[src/hdl/rsc_pkg.sv]
// Constants, register map and codes for the reset strap capture block
package rsc_pkg;
  localparam int CLK_PERIOD_NS = 10;
  localparam int SOFT_RST_NS = 160;
  localparam int SOFT_RST_CYCLES =
    (SOFT_RST_NS + CLK_PERIOD_NS - 1) / CLK_PERIOD_NS;
  localparam int SOFT_CNT_W = $clog2(SOFT_RST_CYCLES + 1);

  localparam int STRAP_N = 11;
  localparam int IDX_FLOW = 0;
  localparam int IDX_LINKUP = 1;
  localparam int IDX_MGMT_LO = 2;
  localparam int IDX_MGMT_HI = 3;
  localparam int IDX_START = 4;
  localparam int IDX_P6_TYPE_LO = 5;
  localparam int IDX_P6_TYPE_HI = 6;
  localparam int IDX_P6_ROLE = 7;
  localparam int IDX_P6_SPEED = 8;
  localparam int IDX_INBAND = 9;
  localparam int IDX_CLKWIRE = 10;
  // Weak pull direction of each pin, also the value captured at reset
  localparam logic [STRAP_N-1:0] STRAP_DEFAULT = 11'h1fb;

  localparam int ADDR_W = 8;
  localparam int DATA_W = 8;
  localparam logic [ADDR_W-1:0] REG_STRAP_LO = 8'h00;
  localparam logic [ADDR_W-1:0] REG_STRAP_HI = 8'h01;
  localparam logic [ADDR_W-1:0] REG_P6_CTRL0 = 8'h02;
  localparam logic [ADDR_W-1:0] REG_SWITCH_OP = 8'h03;
  localparam logic [ADDR_W-1:0] REG_SOFT_RESET = 8'h04;
  localparam logic [ADDR_W-1:0] REG_STATUS = 8'h05;
  localparam int CTRL0_CLKWIRE_BIT = 0;
  localparam int SWOP_START_BIT = 0;
  localparam int SOFTRST_GO_BIT = 0;
  localparam int STATUS_VALID_BIT = 0;
  localparam int STATUS_BUSY_BIT = 1;

  localparam logic [1:0] MGMT_MIIM = 2'h0;
  localparam logic [1:0] MGMT_I2C = 2'h1;
  localparam logic [1:0] MGMT_SPI = 2'h2;

  localparam logic [1:0] P6_GMII = 2'h3;
  localparam logic [1:0] P6_MII = 2'h2;
  localparam logic [1:0] P6_RMII = 2'h1;

  localparam logic [1:0] RXCLK_GMII_OUT = 2'h0;
  localparam logic [1:0] RXCLK_MII = 2'h1;
  localparam logic [1:0] RXCLK_REF_OUT = 2'h2;
  localparam logic [1:0] RXCLK_IDLE = 2'h3;

  typedef enum logic [2:0] {
    PH_HOLD = 3'h1,
    PH_SOFT = 3'h2,
    PH_RUN = 3'h4
  } rsc_phase_e;
endpackage

[src/hdl/rsc_pin_sync.sv]
// Three-flop pin synchroniser with agreement filter, one per strap pin
`timescale 1ns/1ps
`default_nettype none
module rsc_pin_sync
  import rsc_pkg::*;
#(
  parameter int WIDTH = STRAP_N
) (
  input wire logic core_clk_in,
  input wire logic [WIDTH-1:0] pin_in,
  output logic [WIDTH-1:0] level_out
);
  // No reset here: the chain must keep tracking the pins while reset is
  // low, so that a clean level is ready at the release edge
  genvar i;
  generate
    for (i = 0; i < WIDTH; i++) begin : g_bit
      logic s1_q;
      logic s2_q;
      logic s3_q;
      logic filt_q;
      always_ff @(posedge core_clk_in) begin
        s1_q <= pin_in[i];
        s2_q <= s1_q;
        s3_q <= s2_q;
      end
      // A change counts only once the last two stages agree
      always_ff @(posedge core_clk_in) begin
        if (s2_q == s3_q) begin
          filt_q <= s3_q;
        end
      end
      assign level_out[i] = filt_q;
    end
  endgenerate
endmodule
`default_nettype wire

[src/hdl/rsc_clk_route.sv]
// Port 6 receive-clock and receive-error pin role selection
`timescale 1ns/1ps
`default_nettype none
module rsc_clk_route
  import rsc_pkg::*;
(
  input wire logic core_clk_in,
  input wire logic reset_n_in,
  input wire logic [1:0] port6_type_in,
  input wire logic port6_mac_role_in,
  input wire logic port6_rmii_clk_mode_in,
  input wire logic port6_three_wire_in,
  output logic [1:0] rx_clk_sel_out,
  output logic rx_er_mii_clk_in_out,
  output logic ref_clk_out_en_out,
  output logic ref_clk_in_en_out
);
  logic [1:0] sel_d;
  logic er_clk_d;
  logic is_rmii;

  assign is_rmii = (port6_type_in == P6_RMII);

  always_comb begin
    sel_d = RXCLK_IDLE;
    er_clk_d = 1'b0;
    if (is_rmii) begin
      sel_d = port6_rmii_clk_mode_in ? RXCLK_REF_OUT : RXCLK_IDLE;
    end else if (port6_three_wire_in && port6_mac_role_in) begin
      sel_d = RXCLK_GMII_OUT;
      er_clk_d = 1'b1;
    end else if (port6_type_in == P6_MII) begin
      // Three-wire in PHY role falls back to two-wire behaviour
      sel_d = RXCLK_MII;
    end else begin
      sel_d = RXCLK_GMII_OUT;
    end
  end

  always_ff @(posedge core_clk_in) begin
    if (!reset_n_in) begin
      rx_clk_sel_out <= RXCLK_IDLE;
      rx_er_mii_clk_in_out <= 1'b0;
      ref_clk_out_en_out <= 1'b0;
      ref_clk_in_en_out <= 1'b0;
    end else begin
      rx_clk_sel_out <= sel_d;
      rx_er_mii_clk_in_out <= er_clk_d;
      ref_clk_out_en_out <= is_rmii && port6_rmii_clk_mode_in;
      ref_clk_in_en_out <= is_rmii && !port6_rmii_clk_mode_in;
    end
  end

  route_three_wire_a: assert property (
    @(posedge core_clk_in) disable iff (!reset_n_in)
    (port6_three_wire_in && port6_mac_role_in && !is_rmii)
      |=> (rx_er_mii_clk_in_out && rx_clk_sel_out == RXCLK_GMII_OUT))
    else $error("three-wire MAC routing wrong");

  route_two_wire_a: assert property (
    @(posedge core_clk_in) disable iff (!reset_n_in)
    (!port6_three_wire_in && port6_type_in == P6_MII)
      |=> (!rx_er_mii_clk_in_out && rx_clk_sel_out == RXCLK_MII))
    else $error("two-wire MII routing wrong");
endmodule
`default_nettype wire

[src/hdl/rsc_strap_capture.sv]
// Strap pin sampling at reset release and device setting decode
`timescale 1ns/1ps
`default_nettype none
module rsc_strap_capture
  import rsc_pkg::*;
(
  input wire logic core_clk_in,
  input wire logic reset_n_in,
  input wire logic [ADDR_W-1:0] reg_addr_in,
  input wire logic [DATA_W-1:0] reg_wdata_in,
  input wire logic reg_wr_in,
  input wire logic reg_rd_in,
  output logic [DATA_W-1:0] reg_rdata_out,
  input wire logic [STRAP_N-1:0] strap_pin_in,
  output logic [STRAP_N-1:0] strap_pin_out,
  output logic [STRAP_N-1:0] strap_pin_oe_out,
  output logic [STRAP_N-1:0] pad_pull_up_out,
  output logic [STRAP_N-1:0] pad_pull_en_out,
  input wire logic [STRAP_N-1:0] func_out_in,
  output logic config_valid_out,
  output logic flow_control_en_out,
  output logic autoneg_en_out,
  output logic auto_mdix_en_out,
  output logic [1:0] mgmt_if_out,
  output logic forwarding_en_out,
  output logic inband_mgmt_en_out,
  output logic [1:0] port6_type_out,
  output logic port6_mac_role_out,
  output logic port6_rmii_clk_mode_out,
  output logic port6_speed_1000_out,
  output logic port6_three_wire_out,
  output logic [1:0] port6_rx_clk_sel_out,
  output logic port6_rx_er_mii_clk_in_out,
  output logic port6_ref_clock_out_en_out,
  output logic port6_ref_clock_in_en_out
);
  localparam int SOFT_WAIT = SOFT_RST_CYCLES;

  rsc_phase_e phase_q;
  rsc_phase_e phase_d;
  logic [SOFT_CNT_W-1:0] soft_cnt_q;
  logic [STRAP_N-1:0] strap_level;
  logic [STRAP_N-1:0] captured_q;
  logic [STRAP_N-1:0] pin_out_q;
  logic oe_q;
  logic cfg_valid_q;
  logic clk_wire_q;
  logic start_bit_q;
  logic capture_pulse;
  logic soft_wr;
  logic [DATA_W-1:0] rd_d;
  logic [DATA_W-1:0] rdata_q;
  logic [1:0] p6_type_d;

  // Pads always carry the weak pull; the external resistor overrides it
  assign pad_pull_up_out = STRAP_DEFAULT;
  assign pad_pull_en_out = {STRAP_N{1'b1}};

  rsc_pin_sync #(
    .WIDTH(STRAP_N)
  ) u_sync (
    .core_clk_in(core_clk_in),
    .pin_in(strap_pin_in),
    .level_out(strap_level)
  );

  // Software reset is only honoured while running, so it cannot restart
  // a sampling window that is already in progress
  assign soft_wr = reg_wr_in && (reg_addr_in == REG_SOFT_RESET)
    && reg_wdata_in[SOFTRST_GO_BIT] && (phase_q == PH_RUN);

  assign capture_pulse = reset_n_in && ((phase_q == PH_HOLD)
    || (phase_q == PH_SOFT && soft_cnt_q == '0));

  always_comb begin
    phase_d = phase_q;
    case (phase_q)
      PH_HOLD: begin
        phase_d = PH_RUN;
      end
      PH_RUN: begin
        if (soft_wr) begin
          phase_d = PH_SOFT;
        end
      end
      PH_SOFT: begin
        if (soft_cnt_q == '0) begin
          phase_d = PH_RUN;
        end
      end
      default: begin
        phase_d = PH_HOLD;
      end
    endcase
  end

  always_ff @(posedge core_clk_in) begin
    if (!reset_n_in) begin
      phase_q <= PH_HOLD;
    end else begin
      phase_q <= phase_d;
    end
  end

  always_ff @(posedge core_clk_in) begin
    if (!reset_n_in) begin
      soft_cnt_q <= '0;
    end else if (soft_wr) begin
      soft_cnt_q <= SOFT_CNT_W'(SOFT_RST_CYCLES - 1);
    end else if (soft_cnt_q != '0) begin
      soft_cnt_q <= soft_cnt_q - 1'b1;
    end
  end

  // Output enable drops in the same edge that leaves the running phase
  always_ff @(posedge core_clk_in) begin
    if (!reset_n_in) begin
      oe_q <= 1'b0;
    end else begin
      oe_q <= (phase_d == PH_RUN);
    end
  end

  always_ff @(posedge core_clk_in) begin
    if (!reset_n_in) begin
      pin_out_q <= '0;
    end else begin
      pin_out_q <= func_out_in;
    end
  end

  assign strap_pin_oe_out = {STRAP_N{oe_q}};
  assign strap_pin_out = pin_out_q;

  // Captured copy ignores the pins once they carry their normal function
  always_ff @(posedge core_clk_in) begin
    if (!reset_n_in) begin
      captured_q <= STRAP_DEFAULT;
    end else if (capture_pulse) begin
      captured_q <= strap_level;
    end
  end

  always_ff @(posedge core_clk_in) begin
    if (!reset_n_in) begin
      cfg_valid_q <= 1'b0;
    end else if (soft_wr) begin
      cfg_valid_q <= 1'b0;
    end else if (capture_pulse) begin
      cfg_valid_q <= 1'b1;
    end
  end

  // A fresh capture overrides a software write landing in the same cycle
  always_ff @(posedge core_clk_in) begin
    if (!reset_n_in) begin
      clk_wire_q <= STRAP_DEFAULT[IDX_CLKWIRE];
    end else if (capture_pulse) begin
      clk_wire_q <= strap_level[IDX_CLKWIRE];
    end else if (reg_wr_in && reg_addr_in == REG_P6_CTRL0) begin
      clk_wire_q <= reg_wdata_in[CTRL0_CLKWIRE_BIT];
    end
  end

  always_ff @(posedge core_clk_in) begin
    if (!reset_n_in) begin
      start_bit_q <= 1'b0;
    end else if (capture_pulse) begin
      start_bit_q <= 1'b0;
    end else if (reg_wr_in && reg_addr_in == REG_SWITCH_OP) begin
      start_bit_q <= reg_wdata_in[SWOP_START_BIT];
    end
  end

  always_comb begin
    if (captured_q[IDX_P6_TYPE_HI:IDX_P6_TYPE_LO] == P6_MII) begin
      p6_type_d = P6_MII;
    end else if (captured_q[IDX_P6_TYPE_HI:IDX_P6_TYPE_LO] == P6_RMII) begin
      p6_type_d = P6_RMII;
    end else begin
      // The unused code falls back to the default interface
      p6_type_d = P6_GMII;
    end
  end

  always_ff @(posedge core_clk_in) begin
    if (!reset_n_in) begin
      flow_control_en_out <= STRAP_DEFAULT[IDX_FLOW];
      autoneg_en_out <= STRAP_DEFAULT[IDX_LINKUP];
      auto_mdix_en_out <= STRAP_DEFAULT[IDX_LINKUP];
      inband_mgmt_en_out <= STRAP_DEFAULT[IDX_INBAND];
    end else begin
      flow_control_en_out <= captured_q[IDX_FLOW];
      autoneg_en_out <= captured_q[IDX_LINKUP];
      auto_mdix_en_out <= captured_q[IDX_LINKUP];
      inband_mgmt_en_out <= captured_q[IDX_INBAND];
    end
  end

  always_ff @(posedge core_clk_in) begin
    if (!reset_n_in) begin
      mgmt_if_out <= MGMT_SPI;
    end else if (captured_q[IDX_MGMT_HI]) begin
      mgmt_if_out <= MGMT_SPI;
    end else if (captured_q[IDX_MGMT_LO]) begin
      mgmt_if_out <= MGMT_I2C;
    end else begin
      mgmt_if_out <= MGMT_MIIM;
    end
  end

  // Forwarding waits for a valid configuration and stops in soft reset
  always_ff @(posedge core_clk_in) begin
    if (!reset_n_in) begin
      forwarding_en_out <= 1'b0;
    end else begin
      forwarding_en_out <= cfg_valid_q && (phase_q == PH_RUN)
        && (captured_q[IDX_START] || start_bit_q);
    end
  end

  // Speed is passed through; the board keeps it legal for MII and RMII
  always_ff @(posedge core_clk_in) begin
    if (!reset_n_in) begin
      port6_type_out <= P6_GMII;
      port6_mac_role_out <= !STRAP_DEFAULT[IDX_P6_ROLE];
      port6_rmii_clk_mode_out <= 1'b0;
      port6_speed_1000_out <= STRAP_DEFAULT[IDX_P6_SPEED];
    end else begin
      port6_type_out <= p6_type_d;
      port6_mac_role_out <= !captured_q[IDX_P6_ROLE];
      port6_rmii_clk_mode_out <= (p6_type_d == P6_RMII)
        && captured_q[IDX_P6_ROLE];
      port6_speed_1000_out <= captured_q[IDX_P6_SPEED];
    end
  end

  assign port6_three_wire_out = clk_wire_q;
  assign config_valid_out = cfg_valid_q;

  rsc_clk_route u_route (
    .core_clk_in(core_clk_in),
    .reset_n_in(reset_n_in),
    .port6_type_in(port6_type_out),
    .port6_mac_role_in(port6_mac_role_out),
    .port6_rmii_clk_mode_in(port6_rmii_clk_mode_out),
    .port6_three_wire_in(clk_wire_q),
    .rx_clk_sel_out(port6_rx_clk_sel_out),
    .rx_er_mii_clk_in_out(port6_rx_er_mii_clk_in_out),
    .ref_clk_out_en_out(port6_ref_clock_out_en_out),
    .ref_clk_in_en_out(port6_ref_clock_in_en_out)
  );

  always_comb begin
    rd_d = '0;
    case (reg_addr_in)
      REG_STRAP_LO: begin
        rd_d = captured_q[DATA_W-1:0];
      end
      REG_STRAP_HI: begin
        rd_d = DATA_W'(captured_q[STRAP_N-1:DATA_W]);
      end
      REG_P6_CTRL0: begin
        rd_d[CTRL0_CLKWIRE_BIT] = clk_wire_q;
      end
      REG_SWITCH_OP: begin
        rd_d[SWOP_START_BIT] = start_bit_q;
      end
      REG_STATUS: begin
        rd_d[STATUS_VALID_BIT] = cfg_valid_q;
        rd_d[STATUS_BUSY_BIT] = (phase_q != PH_RUN);
      end
      default: begin
        rd_d = '0;
      end
    endcase
  end

  // Read data stand for exactly one cycle after the strobe
  always_ff @(posedge core_clk_in) begin
    if (!reset_n_in) begin
      rdata_q <= '0;
    end else if (reg_rd_in) begin
      rdata_q <= rd_d;
    end else begin
      rdata_q <= '0;
    end
  end

  assign reg_rdata_out = rdata_q;

  soft_hiz_a: assert property (
    @(posedge core_clk_in) disable iff (!reset_n_in)
    soft_wr |=> (strap_pin_oe_out == '0) [*8])
    else $error("strap pins driven during soft reset");

  capture_value_a: assert property (
    @(posedge core_clk_in) disable iff (!reset_n_in)
    capture_pulse |=> captured_q == $past(strap_level))
    else $error("captured value differs from pin level");

  drive_after_a: assert property (
    @(posedge core_clk_in) disable iff (!reset_n_in)
    capture_pulse |=> (strap_pin_oe_out == '1) ##1
      (strap_pin_out == $past(func_out_in)))
    else $error("strap pins not driven after capture");

  flow_decode_a: assert property (
    @(posedge core_clk_in) disable iff (!reset_n_in)
    ##1 flow_control_en_out == $past(captured_q[IDX_FLOW]))
    else $error("flow control does not follow strap");

  linkup_decode_a: assert property (
    @(posedge core_clk_in) disable iff (!reset_n_in)
    $fell(captured_q[IDX_LINKUP]) |=> (!autoneg_en_out && !auto_mdix_en_out))
    else $error("fast link-up not applied");

  mgmt_select_a: assert property (
    @(posedge core_clk_in) disable iff (!reset_n_in)
    (!captured_q[IDX_MGMT_HI] && captured_q[IDX_MGMT_LO])
      |=> mgmt_if_out == MGMT_I2C)
    else $error("management select decode wrong");

  forward_hold_a: assert property (
    @(posedge core_clk_in) disable iff (!reset_n_in)
    (!captured_q[IDX_START] && !start_bit_q) |=> !forwarding_en_out)
    else $error("forwarding without start");

  inband_off_a: assert property (
    @(posedge core_clk_in) disable iff (!reset_n_in)
    !captured_q[IDX_INBAND] |=> !inband_mgmt_en_out)
    else $error("in-band management enabled by strap 0");

  clkwire_write_a: assert property (
    @(posedge core_clk_in) disable iff (!reset_n_in)
    (reg_wr_in && reg_addr_in == REG_P6_CTRL0 && !capture_pulse)
      |=> clk_wire_q == $past(reg_wdata_in[CTRL0_CLKWIRE_BIT]))
    else $error("clock wiring write lost");

  soft_capture_a: assert property (
    @(posedge core_clk_in) disable iff (!reset_n_in)
    soft_wr |-> ##SOFT_WAIT capture_pulse)
    else $error("soft reset did not resample straps");

  hold_stable_a: assert property (
    @(posedge core_clk_in) disable iff (!reset_n_in)
    !capture_pulse |=> $stable(captured_q))
    else $error("captured straps changed without reset");
endmodule
`default_nettype wire

[config.mk]
export PLATFORM = sky130hd
export DESIGN_NAME = rsc_strap_capture
export DESIGN_NICKNAME = d
export VERILOG_FILES = /design/src/hdl/rsc_pkg.sv /design/src/hdl/rsc_pin_sync.sv /design/src/hdl/rsc_clk_route.sv /design/src/hdl/rsc_strap_capture.sv
export SDC_FILE = /design/constraint.sdc
export NUM_CORES = 1
export LEC_CHECK = 0
export ABC_CLOCK_PERIOD_IN_PS = 2100
export BUFFER_PORTS_ARGS = -buffer_cell sky130_fd_sc_hd__buf_4
export CELL_PAD_IN_SITES_DETAIL_PLACEMENT = 2
export CELL_PAD_IN_SITES_GLOBAL_PLACEMENT = 2
export CORE_ASPECT_RATIO = 0.6
export CORE_UTILIZATION = 32
export CTS_BUF_LIST = sky130_fd_sc_hd__clkbuf_8
export DETAILED_ROUTE_END_ITERATION = 16
export PLACE_DENSITY = 0.77
export SLEW_MARGIN = 15
export SYNTH_ARGS = -nofsm -noshare
export SYNTH_HDL_FRONTEND = slang
export SYNTH_SLANG_ARGS = --single-unit
export TNS_END_PERCENT = 1
[constraint.sdc]
create_clock -name core_clk_in -period 2.1 [get_ports core_clk_in]
set_input_delay 0.105 -clock core_clk_in [delete_from_list [all_inputs] [get_ports core_clk_in]]
set_output_delay 0.105 -clock core_clk_in [all_outputs]
set_load 0.02 [all_outputs]
==> metrics.txt <==
Hold Crit Depth 2; Fillers roughly 1100; largest net degree at the start of global routing 29; GP Congestion 0.714; initial antenna violation count 0; post-CTS setup buffers 0; DR iter-0 viols 59; Power Total 4.62 mW; worst hold path endpoint strap_pin_out[10]; gr usage total approximately 15%; Antenna Cells 0; buffers and inverters on the worst path 1; top cells by area, synth dfxtp_1, edfxtp_1, buf_4, and2_1, xnor2_1; die span in x 134 um; GRT busiest layer met2; clk slew on worst S/H paths 0.09 ns; share of layout cells above drive strength 1 between 20 and 30%; clock skew 0.00652 ns; Final period util roughly nine tenths; global route overflow 0; CP peak stage delay 0.45 ns; final design utilization 44.0%; GRT met1 Usage 17.7%; RR Endpoint captured_q[8]; Antenna Nets Post-Route 0; initial core utilization approximately a third; vias in the first global route about 2400; outcome complete, no violations; Final Hold Fails 0; DR vias 2223; clock latency on the worst-skew pair ~0.36 ns; max_cap viols 0; post-synthesis sequential area ratio 64.2%; critical path data required time about 2.4 ns; Hold Path Class in2reg; crit path max-delay cell type or2_2; clk buf depth 2; Ys Warns 0; synthesized area 3350 sq um; DRC 0; M2 GR Usage a little over a quarter; switching pwr 1.42 mW; Syn Area/Cell 12.3 sq um; drt via density 4.31; Setup TNS 0 ns; die footprint 10900 sq um; TritonCTS clock tree yes; Pins Over Slew Limit 0; Switching Share 30.7%; ys async rst share 0%; CP max FO 12; flop2flop setup slack between 0.15 and 0.2 ns; Die Y 81.3 um; critical path type reg2reg; M3 GR Usage under 10%; post-synth top area share 54.3%; setup violators final 0; Area growth, synth to finish 31.5%; Inserted Clock Buffers 9; post-synth top area cell dfxtp_1; Clk pwr share 24.9%; CP delay by family, top simple AND/OR/NAND/NOR gates; first-pass GRT wire length ~12000 um; total number of H-tree levels 3; min Tclk post-route 1.92 ns; Leak 1.88 nW; Worst setup SP type flop; FF-to-FF path depth 6; detailed placement HPWL about 5600 um; Root Buffer clkbuf_8; Port Buffers 83; critical-path cell list inv_1, ha_1, nor4b_4, a21oi_1, or2_2, o22a_1; predominant post-synthesis flop cell dfxtp_1; final net count 420; RSZ-0062 raised after global routing false; number of synthesized register bits 102; Critical Path End Type flop; wire per inst 15.0 um; worst hold start reset_n_in; Cell Pwr Density 1050 nW/um^2; synth unique cells 46; Post-synth EDFFs 11; Sinks on Clock Net 102; Critical Path AT 2.17 ns; internal power roughly 3.2 mW; Comb pwr share 23.6%; row count 28; Worst R2R Start soft_cnt_q[0]; Top Ports 113; f_max 522 MHz; Reg power frac 51.5%; DRT Wirelength a little under 8000 um; Synth Instances 273; Core Box Area 10000 sq um; drt pass-1 iters 4; peak supply drop 422 uV
==> cells in the final DEF (no fill, tap or decap), types with 2 or more instances in the layout <==
master	synthesis	final
clkinv_4	0	2
inv_1	4	5
o22a_1	7	7
ha_1	2	2
o21ai_0	4	4
mux2i_1	4	4
nor3b_1	3	3
conb_1	2	22
nand2_1	10	10
nor2b_1	3	3
nor2_1	10	10
a21oi_1	4	4
a22o_1	3	3
edfxtp_1	11	11
xnor2_1	12	12
nand3b_1	5	5
dfxtp_1	91	91
clkbuf_8	0	11
buf_4	34	88
nand2b_1	5	5
mux2_2	2	2
and2_1	17	17
dlygate4sd3_1	0	25
xor2_1	2	2
nor3_1	3	3
a21boi_0	5	5
nor4_1	3	3
o21a_1	2	2
==> layout make-up <==
| cell class | instances | area (sq um) | share of cell area (%) |
|---|---|---|---|
| flip-flops and latches | 102 | 2150 | 48.8 |
| inverters | 4 | 15.0 | 0.341 |
| clock inverters | 5 | 33.8 | 0.766 |
| well taps | 135 | 169 | 3.83 |
| multi-input cells | 146 | 977 | 22.2 |
| repair buffers | 113 | 911 | 20.7 |
| clock buffers | 11 | 151 | 3.43 |
==> flip-flops by register name (all words and copies together) (netlist names), 2 cells and up <==
register	flops
captured_q	11
mgmt_if_out	2
phase_q	3
port6_type_out	2
reg_rdata_out	8
soft_cnt_q	5
strap_pin_out	11
u_route.rx_clk_sel_out	2
u_sync.g_bit.filt_q	11
u_sync.g_bit.s1_q	11
u_sync.g_bit.s2_q	11
u_sync.g_bit.s3_q	11
==> repair_timing <==
item / CTS / global route
endpoints found under the setup margin: 0 / 9
hold buffers: 25 / 0
hold endpoints to repair: 24 / 0
gates resized for setup: 0 / 1
==> worst max-delay path by stage <==
stage,start,endpoint,slack [ns],cells after the start
floorplan,soft_cnt_q[0],captured_q[0],0.34,7
global placement,soft_cnt_q[0],captured_q[6],0.23,6
detailed placement,soft_cnt_q[0],captured_q[3],0.06,6
CTS,soft_cnt_q[0],captured_q[6],0.04,6
global route,soft_cnt_q[0],captured_q[6],0.05,6
finish,soft_cnt_q[0],captured_q[8],0.18,6
==> metal layers <==
metal	up-vias	part of all wire, %	wire, um
li1	1068	-	-
met5	-	0	0
met3	11	4.8	372
met4	0	1.7	129
met1	1084	44	3400
met2	60	50	3860
==> per-stage QoR <==
| stage | worst slack (ns) | std cells | area [sq um] | hold WS [ns] |
|---|---|---|---|---|
| floorplan | 0.340 | 293 | 3430 | 0.133 |
| global placement | 0.226 | 475 | 3970 | 0.210 |
| detailed placement | 0.0627 | 475 | 3970 | 0.210 |
| CTS | 0.0389 | 516 | 4400 | 0.0274 |
| global route | 0.0540 | 516 | 4410 | 0.0474 |
| finish | 0.183 | 516 | 4410 | 0.0457 |
==> kinds of logic (layout without fill, tap and decap cells) <==
| group | Yosys count | after routing | synth area share [%] |
|---|---|---|---|
| buffers and inverters | 45 | 133 | 9.14 |
| other | 2 | 22 | 0.224 |
| multiplexers | 6 | 6 | 1.87 |
| adder cells (fa/ha/maj) | 2 | 2 | 0.746 |
| XOR/XNOR | 14 | 14 | 3.66 |
| AND/OR/NAND/NOR | 70 | 70 | 13.2 |
| AO/OA/AOI/OAI | 32 | 32 | 6.98 |
| flip-flops | 102 | 102 | 64.2 |
==> synth_stat cells (2+ instances only) <==
master and count:
a21boi_0 5, a21oi_1 4, a22o_1 3, and2_1 17, buf_2 2, buf_4 34
clkbuf_1 4, conb_1 2, dfxtp_1 91, edfxtp_1 11, ha_1 2, inv_1 4
mux2_2 2, mux2i_1 4, nand2_1 10, nand2b_1 5, nand3b_1 5, nor2_1 10
nor2b_1 3, nor3_1 3, nor3b_1 3, nor4_1 3, o21a_1 2, o21ai_0 4
o22a_1 7, xnor2_1 12, xor2_1 2
==> power groups by stage <==
stage / sequential, mW / clock (mW) / combinational, mW
3_3_place_gp: 2.40 / 0 / 0.990
4_1_cts: 2.37 / 1.20 / 1.09
3_5_place_dp: 2.42 / 0 / 1.05
6_report: 2.38 / 1.15 / 1.09
2_1_floorplan: 2.42 / 0 / 0.710
5_1_grt: 2.41 / 1.28 / 1.20
No activity file was read; power rests on OpenSTA's default activity.
